==> src/flash_seq_pkg.sv <==
// Constants, field masks and carrier types of the flash write sequencer.
// How it works
// - Zero write-protect bit blocks program and erase.
// - Set-protection writing 1 lifts protection temporarily.
// - Reset or writing 0 restores lifted protection.
// - Only the volatile copy changes; NV stays 0.
// - Code fetched from flash may update protected flash.
// - Control register writes are 16 bits wide.
// - Word program needs select plus mode bit; 32 bits.
// - Double word ignores address bit two; 64 bits.
// - Sector erase: select, mode bit, sector mask.
// - Select, load address and data, then start.
// - Start bit in control register zero launches.
// - Clearing select before start cancels the operation.
// - Suspend bit suspends program or erase.
// - Completed suspended erase reads sector select zero.
// - Resume without original select aborts, flags error.
// - Erase resumes with erase select then start.
// - Program in erase suspend is not suspendable.
// - Set-protection: own select, mode bit clear.
// - Permanent protection toggles limited to sixteen.
// - Bank zero has ten sector protect bits.
package flash_seq_pkg;

	// Control register zero, high half; address bit two mask; reset values.
	localparam logic [15:0] START_MASK = 16'h8000;
	localparam logic [15:0] SUSPEND_BIT_MASK = 16'h4000;
	localparam logic [15:0] WPG_MASK = 16'h2000;
	localparam logic [15:0] DOUBLE_WORD_PROGRAM_SELECT_MASK = 16'h1000;
	localparam logic [15:0] SER_MASK = 16'h0800;
	localparam logic [15:0] SPR_MASK = 16'h0100;
	localparam logic [15:0] SUSPEND_MODE_CONTROL_MASK = 16'h0080;
	localparam logic [15:0] ADDR2_MASK = 16'h0004;
	localparam logic [15:0] CTRL_RESET = 16'h0000;
	localparam logic [15:0] SECTOR_RESET = 16'h0000;

	// Error register fields.
	localparam logic [15:0] ERR_RESUME_MASK = 16'h0001;
	localparam logic [15:0] ERR_PROTECT_MASK = 16'h0002;
	localparam logic [15:0] ERR_OPERATION_MASK = 16'h0004;

	// Non-volatile protection register map, word-pair aligned.
	localparam logic [15:0] NV_SEGMENT = 16'h000e;
	localparam logic [15:0] NV_WRITE_PROTECT_ADDR = 16'hdfb4;
	localparam logic [15:0] NV_ACCESS0_ADDR = 16'hdfb8;
	localparam logic [15:0] NV_ACCESS1_ADDR = 16'hdfbc;
	localparam logic [15:0] NV_PAIR_MASK = 16'hfffc;
	localparam logic [15:0] ACCESS_PROTECT_MASK = 16'h0001;
	localparam logic [15:0] DEBUG_PROTECT_MASK = 16'h0002;

	// Sector layout.
	localparam int BANK0_SECTORS = 10;
	localparam int BANK1_SECTORS = 2;
	localparam int NUM_SECTORS = BANK0_SECTORS + BANK1_SECTORS;

	typedef enum logic [3:0] {
		SEL_CONTROL0_LOW = 4'h0,
		SEL_CONTROL0_HIGH = 4'h1,
		SEL_SECTOR_LOW = 4'h2,
		SEL_SECTOR_HIGH = 4'h3,
		SEL_ADDRESS_LOW = 4'h4,
		SEL_ADDRESS_HIGH = 4'h5,
		SEL_DATA0_LOW = 4'h6,
		SEL_DATA0_HIGH = 4'h7,
		SEL_DATA1_LOW = 4'h8,
		SEL_DATA1_HIGH = 4'h9,
		SEL_ERROR = 4'ha
	} reg_sel_t;

	typedef enum logic [1:0] {
		OP_WORD = 2'h0,
		OP_DWORD = 2'h1,
		OP_ERASE = 2'h2,
		OP_PROTECT = 2'h3
	} array_op_t;

	// Gray coded along idle, run, suspended, program in suspend.
	typedef enum logic [1:0] {
		ST_IDLE = 2'b00,
		ST_RUN = 2'b01,
		ST_SUSPEND_BIT = 2'b11,
		ST_PGM_IN_SUSPEND_BIT = 2'b10
	} seq_state_t;

	typedef struct packed {
		logic valid;
		logic indirect;
		reg_sel_t sel;
		logic [15:0] data;
	} reg_write_t;

	typedef struct packed {
		array_op_t op;
		logic [31:0] addr;
		logic [63:0] data;
		logic [31:0] sectors;
	} array_cmd_t;

endpackage

==> src/flash_write_sequencer.sv <==
// Flash write sequencer: control registers, protection and operation flow.
`timescale 1ns/1ps
module flash_write_sequencer
	import flash_seq_pkg::*;
(
	input wire logic clk_sys_i,
	input wire logic rst_i,
	input wire reg_write_t reg_wr_i,
	input wire logic fetch_from_flash_i,
	input wire logic [3:0] prog_sector_i,
	input wire logic [15:0] nv_write_protect_low_i,
	input wire logic [15:0] nv_write_protect_high_i,
	input wire logic [15:0] nv_access0_i,
	input wire logic [15:0] nv_disable_i,
	input wire logic [15:0] nv_reenable_i,
	input wire logic array_done_i,
	output logic [15:0] control0_high_o,
	output logic [15:0] control0_low_o,
	output logic [15:0] sector_select_low_o,
	output logic [15:0] sector_select_high_o,
	output logic [15:0] error_register_o,
	output logic busy_o,
	output logic reg_reject_o,
	output logic array_start_o,
	output logic array_suspend_o,
	output logic array_abort_o,
	output array_cmd_t array_cmd_o
);

	seq_state_t state_q;
	array_op_t op_q;
	logic [15:0] addr_low_q;
	logic [15:0] addr_high_q;
	logic [15:0] data0_low_q;
	logic [15:0] data0_high_q;
	logic [15:0] data1_low_q;
	logic [15:0] data1_high_q;
	logic [NUM_SECTORS-1:0] unprot_wp_q;
	logic unprot_acc_q;

	logic [15:0] wd;
	logic wr_ok;
	logic ctrl_wr;
	logic start_wr;
	logic data_wr;
	logic acc_active;
	logic [NUM_SECTORS-1:0] nv_wp;
	logic [NUM_SECTORS-1:0] prog_mask;
	logic [NUM_SECTORS-1:0] erase_mask;
	logic blocked;
	logic nv_addr_ok;
	logic [15:0] nv_pair;
	logic [15:0] pds_ok;
	logic [15:0] pen_ok;
	array_op_t new_op;
	array_cmd_t cmd;
	logic act_launch;
	logic act_resume;
	logic act_pis;
	logic act_abort;
	logic act_suspend;
	logic act_done;
	logic act_erase_gone;
	logic err_op;
	logic err_prot;

	// Exactly one select bit, with the mode bit set unless protecting.
	function automatic logic select_ok(input logic [15:0] d);
		logic [3:0] ops;
		ops = {d[13], d[12], d[11], d[8]};
		select_ok = (ops != 4'h0) && ((ops & (ops - 4'h1)) == 4'h0) &&
			(((d & SUSPEND_MODE_CONTROL_MASK) != 16'h0) == ((d & SPR_MASK) == 16'h0));
	endfunction

	function automatic array_op_t op_of(input logic [15:0] d);
		if ((d & WPG_MASK) != 16'h0) begin
			op_of = OP_WORD;
		end else if ((d & DOUBLE_WORD_PROGRAM_SELECT_MASK) != 16'h0) begin
			op_of = OP_DWORD;
		end else if ((d & SER_MASK) != 16'h0) begin
			op_of = OP_ERASE;
		end else begin
			op_of = OP_PROTECT;
		end
	endfunction

	// Write decode; direct-addressed and protected writes are refused.
	assign wd = reg_wr_i.data;
	assign acc_active = ((nv_access0_i & ACCESS_PROTECT_MASK) == 16'h0) &&
		!unprot_acc_q;
	assign wr_ok = reg_wr_i.valid && reg_wr_i.indirect &&
		!(acc_active && !fetch_from_flash_i);
	assign ctrl_wr = wr_ok && (reg_wr_i.sel == SEL_CONTROL0_HIGH);
	assign start_wr = ctrl_wr && ((wd & START_MASK) != 16'h0);
	assign data_wr = wr_ok && (state_q == ST_IDLE || state_q == ST_SUSPEND_BIT);
	assign new_op = op_of(wd);

	// Effective protection: NV bit at zero and no temporary lift.
	assign nv_wp = {nv_write_protect_high_i[BANK1_SECTORS-1:0],
		nv_write_protect_low_i[BANK0_SECTORS-1:0]};
	assign prog_mask = NUM_SECTORS'(12'h001 << prog_sector_i);
	assign erase_mask = {sector_select_high_o[BANK1_SECTORS-1:0],
		sector_select_low_o[BANK0_SECTORS-1:0]};
	always_comb begin
		if (new_op == OP_ERASE) begin
			blocked = |(erase_mask & ~nv_wp & ~unprot_wp_q);
		end else if (new_op == OP_PROTECT) begin
			blocked = 1'b0;
		end else begin
			blocked = |(prog_mask & ~nv_wp & ~unprot_wp_q);
		end
	end

	// Set-protection target must be one of the NV protection pairs.
	assign nv_pair = addr_low_q & NV_PAIR_MASK;
	assign nv_addr_ok = (addr_high_q == NV_SEGMENT) &&
		(nv_pair == NV_WRITE_PROTECT_ADDR || nv_pair == NV_ACCESS0_ADDR ||
		nv_pair == NV_ACCESS1_ADDR);

	// Disable bit x may drop only after re-enable x-1; the first only
	// once access and debug protection are both set, which caps the
	// permanent toggles at the width of the pair.
	assign pds_ok = ~{nv_reenable_i[14:0],
		!((nv_access0_i & (ACCESS_PROTECT_MASK | DEBUG_PROTECT_MASK)) ==
		16'h0)};
	assign pen_ok = ~nv_disable_i;

	// Command toward the array, built from the loaded registers.
	always_comb begin
		cmd.op = new_op;
		cmd.addr = {addr_high_q, addr_low_q};
		cmd.data = {data1_high_q, data1_low_q, data0_high_q, data0_low_q};
		cmd.sectors = {sector_select_high_o, sector_select_low_o};
		if (new_op == OP_DWORD) begin
			cmd.addr = {addr_high_q, addr_low_q & ~ADDR2_MASK};
		end
		if (new_op == OP_WORD || new_op == OP_PROTECT) begin
			cmd.data = {32'h0000_0000, data0_high_q, data0_low_q};
		end
		if (new_op == OP_PROTECT && nv_pair == NV_ACCESS1_ADDR) begin
			cmd.data = {32'h0000_0000, data0_high_q | ~pen_ok,
				data0_low_q | ~pds_ok};
		end
	end

	// Sequencing decisions for this cycle.
	always_comb begin
		act_launch = 1'b0;
		act_resume = 1'b0;
		act_pis = 1'b0;
		act_abort = 1'b0;
		act_suspend = 1'b0;
		act_done = 1'b0;
		act_erase_gone = 1'b0;
		err_op = 1'b0;
		err_prot = 1'b0;
		case (state_q)
			ST_IDLE: begin
				if (start_wr) begin
					if (!select_ok(wd) || (wd & SUSPEND_BIT_MASK) != 16'h0) begin
						err_op = 1'b1;
					end else if (new_op == OP_PROTECT && !nv_addr_ok) begin
						err_op = 1'b1;
					end else if (blocked) begin
						err_prot = 1'b1;
					end else begin
						act_launch = 1'b1;
					end
				end
			end
			ST_RUN: begin
				if (array_done_i) begin
					act_done = 1'b1;
				end else if (ctrl_wr && (wd & SUSPEND_BIT_MASK) != 16'h0 &&
						op_q != OP_PROTECT) begin
					act_suspend = 1'b1;
				end
			end
			ST_SUSPEND_BIT: begin
				if (start_wr) begin
					if ((wd & SUSPEND_BIT_MASK) != 16'h0) begin
						err_op = 1'b1;
					end else if (select_ok(wd) && new_op == op_q) begin
						act_resume = 1'b1;
					end else if (select_ok(wd) && op_q == OP_ERASE &&
							(new_op == OP_WORD || new_op == OP_DWORD)) begin
						if (blocked) begin
							err_prot = 1'b1;
						end else begin
							act_pis = 1'b1;
						end
					end else begin
						act_abort = 1'b1;
					end
				end else if (array_done_i) begin
					act_erase_gone = 1'b1;
				end
			end
			ST_PGM_IN_SUSPEND_BIT: begin
				if (array_done_i) begin
					act_done = 1'b1;
				end
			end
			default: begin
				act_abort = 1'b1;
			end
		endcase
	end

	// Operation state; program in erase suspend returns to suspended.
	always_ff @(posedge clk_sys_i or posedge rst_i) begin
		if (rst_i) begin
			state_q <= ST_IDLE;
			op_q <= OP_WORD;
		end else if (act_launch) begin
			state_q <= ST_RUN;
			op_q <= new_op;
		end else if (act_resume) begin
			state_q <= ST_RUN;
		end else if (act_pis) begin
			state_q <= ST_PGM_IN_SUSPEND_BIT;
		end else if (act_suspend) begin
			state_q <= ST_SUSPEND_BIT;
		end else if (act_abort) begin
			state_q <= ST_IDLE;
		end else if (act_done) begin
			state_q <= (state_q == ST_PGM_IN_SUSPEND_BIT) ? ST_SUSPEND_BIT : ST_IDLE;
		end
	end

	// Control register zero; while running only a suspend gets through.
	always_ff @(posedge clk_sys_i or posedge rst_i) begin
		if (rst_i) begin
			control0_high_o <= CTRL_RESET;
		end else if (act_launch || act_resume) begin
			control0_high_o <= wd;
		end else if (act_pis) begin
			control0_high_o <= wd & ~(SER_MASK | SUSPEND_BIT_MASK);
		end else if (act_suspend || err_op || err_prot) begin
			control0_high_o <= wd & ~START_MASK;
		end else if (act_abort) begin
			control0_high_o <= CTRL_RESET;
		end else if (act_done) begin
			control0_high_o <= control0_high_o & ~(START_MASK | WPG_MASK |
				DOUBLE_WORD_PROGRAM_SELECT_MASK | SER_MASK | SPR_MASK);
		end else if (ctrl_wr && data_wr) begin
			control0_high_o <= wd;
		end
	end

	// Plain storage registers, frozen while the array is busy.
	always_ff @(posedge clk_sys_i or posedge rst_i) begin
		if (rst_i) begin
			control0_low_o <= CTRL_RESET;
			addr_low_q <= 16'h0000;
			addr_high_q <= 16'h0000;
			data0_low_q <= 16'h0000;
			data0_high_q <= 16'h0000;
			data1_low_q <= 16'h0000;
			data1_high_q <= 16'h0000;
		end else if (data_wr) begin
			case (reg_wr_i.sel)
				SEL_CONTROL0_LOW: control0_low_o <= wd;
				SEL_ADDRESS_LOW: addr_low_q <= wd;
				SEL_ADDRESS_HIGH: addr_high_q <= wd;
				SEL_DATA0_LOW: data0_low_q <= wd;
				SEL_DATA0_HIGH: data0_high_q <= wd;
				SEL_DATA1_LOW: data1_low_q <= wd;
				SEL_DATA1_HIGH: data1_high_q <= wd;
				default: begin
				end
			endcase
		end
	end

	// Sector mask; cleared when the erase finishes or is aborted.
	always_ff @(posedge clk_sys_i or posedge rst_i) begin
		if (rst_i) begin
			sector_select_low_o <= SECTOR_RESET;
			sector_select_high_o <= SECTOR_RESET;
		end else if (act_erase_gone || act_abort ||
				(act_done && op_q == OP_ERASE && state_q == ST_RUN)) begin
			sector_select_low_o <= SECTOR_RESET;
			sector_select_high_o <= SECTOR_RESET;
		end else if (data_wr && reg_wr_i.sel == SEL_SECTOR_LOW) begin
			sector_select_low_o <= wd;
		end else if (data_wr && reg_wr_i.sel == SEL_SECTOR_HIGH) begin
			sector_select_high_o <= wd;
		end
	end

	// Error flags; a new error wins over a software clear.
	always_ff @(posedge clk_sys_i or posedge rst_i) begin
		if (rst_i) begin
			error_register_o <= 16'h0000;
		end else begin
			error_register_o <= ((wr_ok && reg_wr_i.sel == SEL_ERROR) ?
				(error_register_o & wd) : error_register_o) |
				(act_abort ? ERR_RESUME_MASK : 16'h0000) |
				(err_prot ? ERR_PROTECT_MASK : 16'h0000) |
				(err_op ? ERR_OPERATION_MASK : 16'h0000);
		end
	end

	// Volatile protection copies; NV content is never touched here,
	// so a temporary lift cannot be seen by reading NV back.
	always_ff @(posedge clk_sys_i or posedge rst_i) begin
		if (rst_i) begin
			unprot_wp_q <= '0;
			unprot_acc_q <= 1'b0;
		end else if (act_launch && new_op == OP_PROTECT) begin
			if (nv_pair == NV_WRITE_PROTECT_ADDR) begin
				unprot_wp_q <= {data0_high_q[BANK1_SECTORS-1:0],
					data0_low_q[BANK0_SECTORS-1:0]};
			end else if (nv_pair == NV_ACCESS0_ADDR) begin
				unprot_acc_q <= (data0_low_q & ACCESS_PROTECT_MASK) !=
					16'h0;
			end
		end
	end

	// Array handshake: start and abort pulse, suspend is a level.
	always_ff @(posedge clk_sys_i or posedge rst_i) begin
		if (rst_i) begin
			array_start_o <= 1'b0;
			array_abort_o <= 1'b0;
			array_suspend_o <= 1'b0;
			array_cmd_o <= '0;
			busy_o <= 1'b0;
			reg_reject_o <= 1'b0;
		end else begin
			array_start_o <= act_launch || act_pis;
			array_abort_o <= act_abort;
			if (act_suspend) begin
				array_suspend_o <= 1'b1;
			end else if (act_resume || act_abort) begin
				array_suspend_o <= 1'b0;
			end
			if (act_launch || act_pis) begin
				array_cmd_o <= cmd;
			end
			busy_o <= (state_q == ST_RUN || state_q == ST_PGM_IN_SUSPEND_BIT ||
				act_launch || act_resume || act_pis) &&
				!(act_done || act_suspend);
			reg_reject_o <= reg_wr_i.valid && (!wr_ok ||
				(!data_wr && !act_suspend) || err_op || err_prot);
		end
	end

endmodule

==> config.mk <==
export PLATFORM = sky130hd
export DESIGN_NAME = flash_write_sequencer
export DESIGN_NICKNAME = d
export VERILOG_FILES = /design/src/flash_seq_pkg.sv /design/src/flash_write_sequencer.sv
export SDC_FILE = /design/constraint.sdc
export NUM_CORES = 1
export LEC_CHECK = 0
export ABC_AREA = 0
export BUFFER_PORTS_ARGS = -buffer_cell sky130_fd_sc_hd__buf_2
export CAP_MARGIN = 20
export CORE_MARGIN = 5
export CORE_UTILIZATION = 54
export DETAILED_ROUTE_END_ITERATION = 8
export GPL_ROUTABILITY_DRIVEN = 0
export PLACE_DENSITY = 0.8
export SETUP_SLACK_MARGIN = 0.02
export SLEW_MARGIN = 20
export SYNTH_ARGS = -nofsm -noshare
export SYNTH_HDL_FRONTEND = slang
export SYNTH_SLANG_ARGS = --single-unit
==> constraint.sdc <==
create_clock -name clk_sys_i -period 13.45 [get_ports clk_sys_i]
set_input_delay 2.69 -clock clk_sys_i [delete_from_list [all_inputs] [get_ports clk_sys_i]]
set_output_delay 2.69 -clock clk_sys_i [all_outputs]
set_load 0.03 [all_outputs]
==> results.ini, run 1 <==
[clock_tree]
ctsHoldBuffers=0
clock_sinks=328
worst_skew_pair.late_latency_ps=500
h-tree-depth=2
cts_resized=0
ctsRootBufferMaster=clkbuf_16
cts_tree=done
clkSlewWorstSetupHoldPaths_ps=60
cts_made_buffers=35
cts_buffer_depth=3
post_cts_buffers=0

[floorplanning]
start_util_pct=54.4
dieArea_sq_um=28500
dieHeight_microns=169
coreArea_sq_um=25000
die_x_microns=169
io_pins=325
row_count=58

[finish]
drive_above_1_share_pct=32.6
area_growth_pct=19.2
register_area_sq_um=8210
fillCellCount=1948
multi_input_area_sq_um=4810
nets=1603

[timing]
setup_viol=0
period_minus_slack_ps=6130
hold_violations=0
rsz0062_at_grt=no
setup_ws_ps=7320
holdWs_ps=458
worst_pin_slew_ps=1090
maxSlewViolCount=0
period_share_pct=45.6
finalSetupTns_ps=0
max_freq_ghz=0.163
clock_skew_ps=9.78
max-slew-margin-rel_pct=27.1

[logic_synthesis]
avgSynthCellArea_sq_um=10.8
synth_cell_types=70
yosys-top-cells-area=dfrtp_1, nand2_1, mux2_2
yosysSeqAreaShare_pct=60.3
synth_cells=1259
syn_nets=1375
synthTopCellsByCount=nand2_1, dfrtp_1, mux2_2
yosysTopAreaCell=dfrtp_1
yosys_warnings=0
synth_flop_cell=dfrtp_1
synth.most_common_cell=nand2_1
synthArstFlopShare_pct=100
synth-seq-cells=328
syn_area_sq_um=13600
synth_top_cell_area_share_pct=60.3
synth_edf_count=0

[critical_path]
start_kind=input pin
worstPathRequired_ps=13830
cp_slowest_cell=a211o_4
worst-endpoint-arrival_ps=6510
path_cells=buf_2, nor2_1, ha_1, nor2b_1, a2bb2oi_1, a211o_4, inv_6, nor3_1, buf_4, mux2_1
worstPathMaxFanout=104
crit_path_end_kind=flop
critPathKind=input pin to flop
max_stage_delay_ps=710

[placement]
port_buffers=289
dp.final_hpwl_mm=25.2
place_worst_setup_slack_ps=6590

[detailed_routing]
drtPass1Iterations=5
ant_nets=0
post_drt_wl_per_cell_microns=21.2
drc=0
vias=10400
routed_via_density=5.65
first_iter_violations=851
wl_mm=39.0

[pwr]
power.density_nw_per_um2=163
ir_drop_v=0.000134
power_uw=2650
p_leak_uw=0.00884

[grt]
first_global_vias=10500
grt_pass1_wl_mm=60.3
gr-total-overflow=0
grt_usage_pct=27.2
grt_antenna_before_repair=7
grt_max_degree=109

[status]
outcome=complete, no violations

[min_path]
hp-class=flop to flop

[flow_run]
cap_violations=0

[cells by family after synthesis]
kind of cell	after synthesis	synth area share (%)
fa+ha+maj	6	0.551
buf+inv	122	4.68
compound gates	179	8.02
xor+xnor	2	0.129
mux	122	10.3
simple gates	500	16.1
flops	328	60.3
[worst max-delay path: cells and delay by family]
| family | cells | cell delay (ps) |
|---|---|---|
| AO/OA/AOI/OAI | 2 | 1150 |
| multiplexers | 1 | 330 |
| buffers and inverters | 3 | 970 |
| AND/OR/NAND/NOR | 3 | 940 |
| adder cells (fa/ha/maj) | 1 | 390 |
[through the flow]
stage                     area [sq um]  util, %  instances
after CTS                        16200     64.7       1836
after global routing             16200     64.8       1841
after global placement           15000     60.0       1779
after floorplan                  13600        -       1259
after detailed placement         15000     60.0       1779
final                            16200     64.9       1843
[flip-flops by register name (all words and copies together) (netlist names)]
name / flops
array_start_o: 1
unprot_acc_q: 1
op_q: 2
data0_high_q: 16
data1_high_q: 16
array_abort_o: 1
unprot_wp_q: 12
addr_high_q: 16
data0_low_q: 16
addr_low_q: 16
array_suspend_o: 1
array_cmd_o: 130
reg_reject_o: 1
control0_high_o: 16
data1_low_q: 16
sector_select_low_o: 16
error_register_o: 16
busy_o: 1
control0_low_o: 16
state_q: 2
sector_select_high_o: 16
[layout by cell type, fill, tap and decap left out, drive strengths merged, types with 3 or more instances in the layout]
master,instances
nor2,23
o21a,14
nand2,364
inv,12
nand3,50
ha,6
nor3,10
nand2b,7
nor4,5
a22o,14
nand3b,3
and3,9
dfrtp,328
mux2,120
a31oi,5
clkinv,6
bufinv,5
nor3b,3
buf,301
o21ai,51
and2,4
diode,6
a21oi,68
nor2b,4
nor4b,3
clkbuf,45
a22oi,4
[report_power, final]
group / total (uW) / internal [uW] / switching, uW / leakage, uW
Clock: 991 / 611 / 381 / 0.000578
Combinational: 439 / 177 / 262 / 0.00376
Sequential: 1220 / 1120 / 96.5 / 0.00451
[worst paths after layout]
kind	from	end	slack (ps)	depth (start not counted)
max	reg_wr_i[13]	control0_high_o[14]	7320	10
min	array_cmd_o[75]	array_cmd_o[75]	460	2
max reg2reg	unprot_wp_q[1]	control0_high_o[14]	9760	9
min reg2reg	array_cmd_o[75]	array_cmd_o[75]	460	2
max in group asynchronous	rst_i	array_cmd_o[67]	9110	4
min in group asynchronous	rst_i	array_cmd_o[62]	2290	2
[final cells by class]
type | count | share of cell area, %
clock buffer | 45 | 6.07
tap | 330 | 2.54
inverter | 12 | 0.354
timing repair buffer | 301 | 9.61
multi-input combinational | 809 | 29.6
clock inverter | 12 | 1.16
sequential | 328 | 50.5
antenna | 6 | 0.0925
[metal layers]
layer	routed length (microns)	GRT usage, %	share of wire [%]
met1	15900	37.0	41
met2	18400	43.2	47
met3	3250	6.45	8.3
met4	1350	9.42	3.5
met5	13	0	0.033
No activity file was read; power rests on OpenSTA's default activity.
==> run 2: changes to the inputs <==
==> constraint.sdc (replaced) <==
create_clock -name clk_sys_i -period 6.1 [get_ports clk_sys_i]
set_input_delay 1.22 -clock clk_sys_i [delete_from_list [all_inputs] [get_ports clk_sys_i]]
set_output_delay 1.22 -clock clk_sys_i [all_outputs]
set_load 0.03 [all_outputs]
==> run 2 against run 1 <==
- hold slack improved by 4.6 ps
- first-iteration DRC count is 4.6% lower
- die area stayed put
- via count down 0.67%
- critical path depth unchanged
- register-to-register slack got worse by 6900 ps
- global-route usage shrank 0.16 points
- final cell count hardly changed
- largest power group unchanged
- critical path type unchanged
- largest cell class unchanged
- clock skew grew 6.9 ps
- critical endpoint is now array_cmd_o[87]
- cell area unchanged
- highest routed layer unchanged
==> results.ini, run 2 (synthesis gave the netlist of run 1 again) <==
[clock_tree]
cts_tree=done  ; unchanged
cts_resized=0  ; unchanged
cts_buffer_depth=3  ; unchanged
worst_skew_pair.late_latency_ps=500  ; about the same
ctsRootBufferMaster=clkbuf_16  ; unchanged
clock_sinks=328  ; unchanged
ctsHoldBuffers=0  ; unchanged
h-tree-depth=2  ; unchanged
clkSlewWorstSetupHoldPaths_ps=60  ; about the same
cts_made_buffers=35  ; unchanged
post_cts_buffers=0  ; unchanged

[timing]
worst_pin_slew_ps=1050  ; was 1090 ps
period_share_pct=69.9
clock_skew_ps=16.6  ; was 9.78 ps
maxSlewViolCount=0  ; unchanged
setup_viol=0  ; unchanged
rsz0062_at_grt=no  ; unchanged
max_freq_ghz=0.234
holdWs_ps=463  ; was 458 ps
period_minus_slack_ps=4270
setup_ws_ps=1830  ; was 7320 ps
finalSetupTns_ps=0  ; unchanged
hold_violations=0  ; unchanged
max-slew-margin-rel_pct=29.4  ; was 27.1%

[detailed_routing]
drc=0  ; unchanged
post_drt_wl_per_cell_microns=20.9  ; was 21.2 microns
routed_via_density=5.61  ; was 5.65
ant_nets=0  ; unchanged
drtPass1Iterations=5  ; unchanged
vias=10400  ; about the same
wl_mm=38.5  ; was 39.0 mm
first_iter_violations=812  ; was 851

[critical_path]
worstPathMaxFanout=67  ; was 104
max_stage_delay_ps=610  ; was 710 ps
r2r_slack_ps=2810  ; was 9760 ps
critPathKind=input pin to flop  ; unchanged
worst-endpoint-arrival_ps=4700  ; was 6510 ps
crit_path_end_kind=flop  ; unchanged
start_kind=input pin  ; unchanged
worstPathRequired_ps=6530  ; was 13,830 ps
critPathBufInv=3  ; unchanged
cp_top_family=buffers and inverters  ; was compound AO/OA/AOI/OAI gates
path_cells=buf_2, nor2_1, ha_1, nor4_1, a21oi_1, a211o_4, inv_4, buf_4, nand3_1, nand2_1  ; was buf_2, nor2_1, ha_1, nor2b_1, a2bb2oi_1, a211o_4, inv_6, nor3_1, buf_4, mux2_1
cp_slowest_cell=a211o_4  ; unchanged

[finish]
mostFrequentLayoutCells=nand2_1, dfrtp_1, buf_2  ; unchanged
largest_reg_flops=130  ; unchanged
top_register=array_cmd_o  ; unchanged
layoutNonFillerInstCount=1844  ; was 1,843
finalInstanceArea_sq_um=16200  ; unchanged
area_growth_pct=19.2  ; unchanged
final_common_cell=nand2_1  ; unchanged
nets=1603  ; unchanged
drive_above_1_share_pct=32.6  ; about the same

[floorplanning]
dieArea_sq_um=28500  ; unchanged
start_util_pct=54.4  ; unchanged
die_x_microns=169  ; unchanged
io_pins=325  ; unchanged
dieHeight_microns=169  ; unchanged
coreArea_sq_um=25000  ; unchanged
row_count=58  ; unchanged

[pwr]
ir_drop_v=0.000263  ; was 0.000134 V
power.density_nw_per_um2=356  ; was 163 nW/um^2
p_leak_uw=0.00883  ; was 0.00884 uW

[grt]
grt_usage_pct=27.0  ; was 27.2%
grt_max_degree=185  ; was 109
grt_pass1_wl_mm=60.2  ; was 60.3 mm
first_global_vias=10400  ; was 10,500
gr-total-overflow=0  ; unchanged
grt_antenna_before_repair=5  ; was 7

[placement]
dp_cells=1780  ; was 1,779
port_buffers=289  ; unchanged
dpl-instance-area_sq_um=15100  ; was 15,000 sq um
place_worst_setup_slack_ps=1380  ; was 6590 ps
dp.final_hpwl_mm=25.2  ; about the same

[min_path]
hp-class=flop to flop  ; unchanged

[flow_run]
cap_violations=0  ; unchanged

[status]
outcome=complete, no violations  ; unchanged

run 2: cell count changes in the layout (fill, tap and decap cells not counted), sizes merged:
cell | previous run | this run
inv | 12 | 11
bufinv | 5 | 2
clkinvlp | 1 | 4
clkbuf | 45 | 55
clkinv | 6 | 2
diode | 6 | 2
run 2: routing by layer:
metal	wire, microns	share of wire, %	vias to the layer above	GRT usage (%)
met4	992	2.6	6	7.48
met2	18300	47	440	43.3
li1	-	-	4670	-
met3	3580	9.3	71	7.66
met5	41	0.11	-	0
met1	15600	41	5163	36.5
run 2: where the power goes:
| group | internal, uW | switching, uW |
|---|---|---|
| registers | 2480 | 211 |
| clock network | 1300 | 834 |
| logic | 390 | 571 |
run 2: metrics by stage:
stage | utilization [%] | power [uW]
after detailed placement | 60.1 | 3680
final | 64.9 | 5790
after CTS | 64.8 | 5830
after global routing | 64.8 | 6040
after floorplan | - | 3380
after global placement | 60.1 | 3640
run 2: worst register-to-register path, cell delays in order, from the launching register on:
cell and delay (ps):
dfrtp_1 400, nor4_1 440, o2111a_1 290, a41o_1 280
a31oi_1 130, a211o_4 570, inv_4 190, buf_4 600
nand3_1 210, nand2_1 110
run 2: worst paths after layout:
| path | start | to | depth (start not counted) |
|---|---|---|---|
| worst max-delay path | reg_wr_i[13] | array_cmd_o[87] | 10 |
| worst min-delay path | array_cmd_o[91] | array_cmd_o[91] | 2 |
| worst max register to register | addr_high_q[6] | array_cmd_o[87] | 9 |
| worst min register to register | array_cmd_o[91] | array_cmd_o[91] | 2 |
| max in group asynchronous | rst_i | data1_low_q[0] | 3 |
| min in group asynchronous | rst_i | data0_high_q[2] | 3 |
run 2: area by class of cell:
| type | count | area [sq um] |
|---|---|---|
| well taps | 330 | 413 |
| clock inverters | 7 | 92.6 |
| inverters | 12 | 51.3 |
| flip-flops and latches | 328 | 8210 |
| repair buffers | 301 | 1570 |
| clock buffers | 55 | 1080 |
| multi-input cells | 809 | 4810 |
| diodes | 2 | 5.00 |
| fillers | 1961 | 8800 |
==> run 3: changes to the inputs <==
==> constraint.sdc (replaced) <==
create_clock -name clk_sys_i -period 4.32 [get_ports clk_sys_i]
set_input_delay 0.864 -clock clk_sys_i [delete_from_list [all_inputs] [get_ports clk_sys_i]]
set_output_delay 0.864 -clock clk_sys_i [all_outputs]
set_load 0.03 [all_outputs]
==> run 3 against run 2 <==
- hold slack barely moved
- die area did not move
- first-iteration DRC count fell by 3.7%
- critical path type unchanged
==> results.ini, run 3 (synthesis gave the netlist of run 1 again) <==
[status]
outcome=complete, no violations  ; unchanged

[critical_path]
path_cells=buf_2, buf_4, nor2_1, buf_4, ha_1, a21oi_1, a2bb2oi_1, a211o_4, inv_4, nor3_1, buf_4, mux2_1  ; was buf_2, nor2_1, ha_1, nor4_1, a21oi_1, a211o_4, inv_4, buf_4, nand3_1, nand2_1
endpoint=control0_high_o[14]  ; was array_cmd_o[87]
r2r_end=control0_high_o[14]  ; was array_cmd_o[87]
cp_slowest_cell=a2bb2oi_1  ; was a211o_4
worst-endpoint-arrival_ps=3870  ; was 4700 ps
max_stage_delay_ps=510  ; was 610 ps
worstPathMaxFanout=34  ; was 67
critPathBufInv=5  ; was 3
start_kind=input pin  ; unchanged
crit_cells=12  ; was 10
reg2reg_depth=9  ; unchanged
cp_top_family=compound AO/OA/AOI/OAI gates  ; was buffers and inverters
worstPathRequired_ps=4700  ; was 6530 ps
r2r-start=unprot_wp_q[4]  ; was addr_high_q[6]
critPathKind=input pin to flop  ; unchanged
r2r_slack_ps=1210  ; was 2810 ps
crit_path_end_kind=flop  ; unchanged
cpMostUsedCell=buf_4
crit_path_start=reg_wr_i[12]  ; was reg_wr_i[13]

[detailed_routing]
vias=10500  ; was 10,400
wl_mm=39.2  ; was 38.5 mm
ant_nets=0  ; unchanged
routed_via_density=5.69  ; was 5.61
drtPass1Iterations=5  ; unchanged
drc=0  ; unchanged
first_iter_violations=782  ; was 812
post_drt_wl_per_cell_microns=21.2  ; was 20.9 microns

[floorplanning]
dieHeight_microns=169  ; unchanged
io_pins=325  ; unchanged
die_x_microns=169  ; unchanged
start_util_pct=54.4  ; unchanged
dieArea_sq_um=28500  ; unchanged
row_count=58  ; unchanged
coreArea_sq_um=25000  ; unchanged

[finish]
nets=1610  ; was 1,603
drive_above_1_share_pct=33.0  ; was 32.6%
register_area_sq_um=8210  ; unchanged
multi_input_area_sq_um=4810  ; about the same
top_register=array_cmd_o  ; unchanged
largest_reg_flops=130  ; unchanged
area_growth_pct=20.1  ; was 19.2%
fillCellCount=1942  ; was 1,961
final_common_cell=nand2_1  ; unchanged
mostFrequentLayoutCells=nand2_1, dfrtp_1, buf_2  ; unchanged

[min_path]
holdPathStages=2  ; unchanged
hp-class=flop to flop  ; unchanged

[timing]
clock_skew_ps=17.6  ; was 16.6 ps
worst_pin_slew_ps=1120  ; was 1050 ps
period_share_pct=80.6
max-slew-margin-rel_pct=25.1  ; was 29.4%
max_freq_ghz=0.287
setup_ws_ps=836  ; was 1830 ps
holdWs_ps=463  ; about the same
setup_viol=0  ; unchanged
hold_violations=0  ; unchanged
rsz0062_at_grt=no  ; unchanged
maxSlewViolCount=0  ; unchanged
finalSetupTns_ps=0  ; unchanged
period_minus_slack_ps=3480

[grt]
grt_usage_pct=27.2  ; was 27.0%
grt_antenna_before_repair=9  ; was 5
grt_max_degree=179  ; was 185
first_global_vias=10500  ; was 10,400
grt_pass1_wl_mm=60.6  ; was 60.2 mm
gr-total-overflow=0  ; unchanged

[pwr]
ir_drop_v=0.000386  ; was 0.000263 V
p_int_uw=6080  ; was 4170 uW
netSwitchingFraction_pct=27.6  ; was 27.9%
p_seq_share_pct=45.3  ; was 46.5%
power_switching_uw=2320  ; was 1620 uW
power_uw=8400  ; was 5790 uW
power.density_nw_per_um2=513  ; was 356 nW/um^2
clockPowerShare_pct=38.4  ; was 36.9%
p_comb_share_pct=16.3  ; was 16.6%
p_leak_uw=0.00891  ; was 0.00883 uW

[clock_tree]
post_cts_buffers=0  ; unchanged
worst_skew_pair.late_latency_ps=510  ; was 500 ps
clkSlewWorstSetupHoldPaths_ps=60  ; about the same
cts_buffer_depth=3  ; unchanged
cts_made_buffers=35  ; unchanged
clock_sinks=328  ; unchanged
ctsRootBufferMaster=clkbuf_16  ; unchanged
cts_resized=0  ; unchanged
cts_tree=done  ; unchanged
h-tree-depth=2  ; unchanged
ctsHoldBuffers=0  ; unchanged

[placement]
port_buffers=289  ; unchanged
dp.final_hpwl_mm=25.2  ; about the same
place_worst_setup_slack_ps=388  ; was 1380 ps

[flow_run]
cap_violations=0  ; unchanged

==> run 3: changes by cell type in the layout (fill, tap and decap cells not counted) <==
cell and change:
buf_4 +6, clkbuf_8 -6, clkinv_2 +6, bufinv_16 +5
clkbuf_1 -4, clkinvlp_4 -3, buf_12 +1, diode_2 +1
nand2_1 +1, nand2_2 -1
==> run 3: layout make-up <==
class                      instances  share of cell area, %
antenna                            3                 0.0459
clock buffer                      45                   6.03
clock inverter                    15                   1.53
inverter                          12                  0.314
multi-input combinational        809                   29.4
sequential                       328                   50.2
tap                              330                   2.52
timing repair buffer             308                   10.0
==> run 3: tightest hold or removal path, stage by stage (launching register included) <==
cell and delay [ps]:
dfrtp_1 340, nand2_1 50, nand2_1 50
==> run 3: per-layer routing <==
| layer | vias to the layer above | GRT usage (%) | wire length, microns |
|---|---|---|---|
| li1 | 4690 | - | - |
| met1 | 5270 | 37.7 | 16000 |
| met2 | 462 | 42.8 | 18300 |
| met3 | 96 | 6.17 | 3440 |
| met4 | 6 | 9.60 | 1410 |
| met5 | - | 0 | 41 |
==> run 3: worst min-delay path by stage <==
| stage | from | to |
|---|---|---|
| global placement | addr_low_q[1] | array_cmd_o[97] |
| detailed placement | array_cmd_o[84] | array_cmd_o[84] |
| CTS | array_cmd_o[67] | array_cmd_o[67] |
| global route | array_cmd_o[6] | array_cmd_o[6] |
| finish | array_cmd_o[88] | array_cmd_o[88] |
| floorplan | addr_low_q[0] | array_cmd_o[96] |
==> run 3: through the flow <==
stage | area [sq um] | util, % | instances
5_1_grt | 16400 | 65.4 | 1850
6_report | 16400 | 65.4 | 1850
3_5_place_dp | 15100 | 60.4 | 1787
4_1_cts | 16400 | 65.3 | 1847
3_3_place_gp | 15100 | 60.4 | 1787
2_1_floorplan | 13600 | - | 1259
==> run 3: power by group through the flow <==
stage               Combinational [uW]  Clock, uW  Sequential (uW)
floorplan                          816          0             3950
global placement                  1320          0             3820
detailed placement                1360          0             3840
CTS                               1370       3270             3800
global route                      1480       3420             3850
finish                            1370       3230             3810
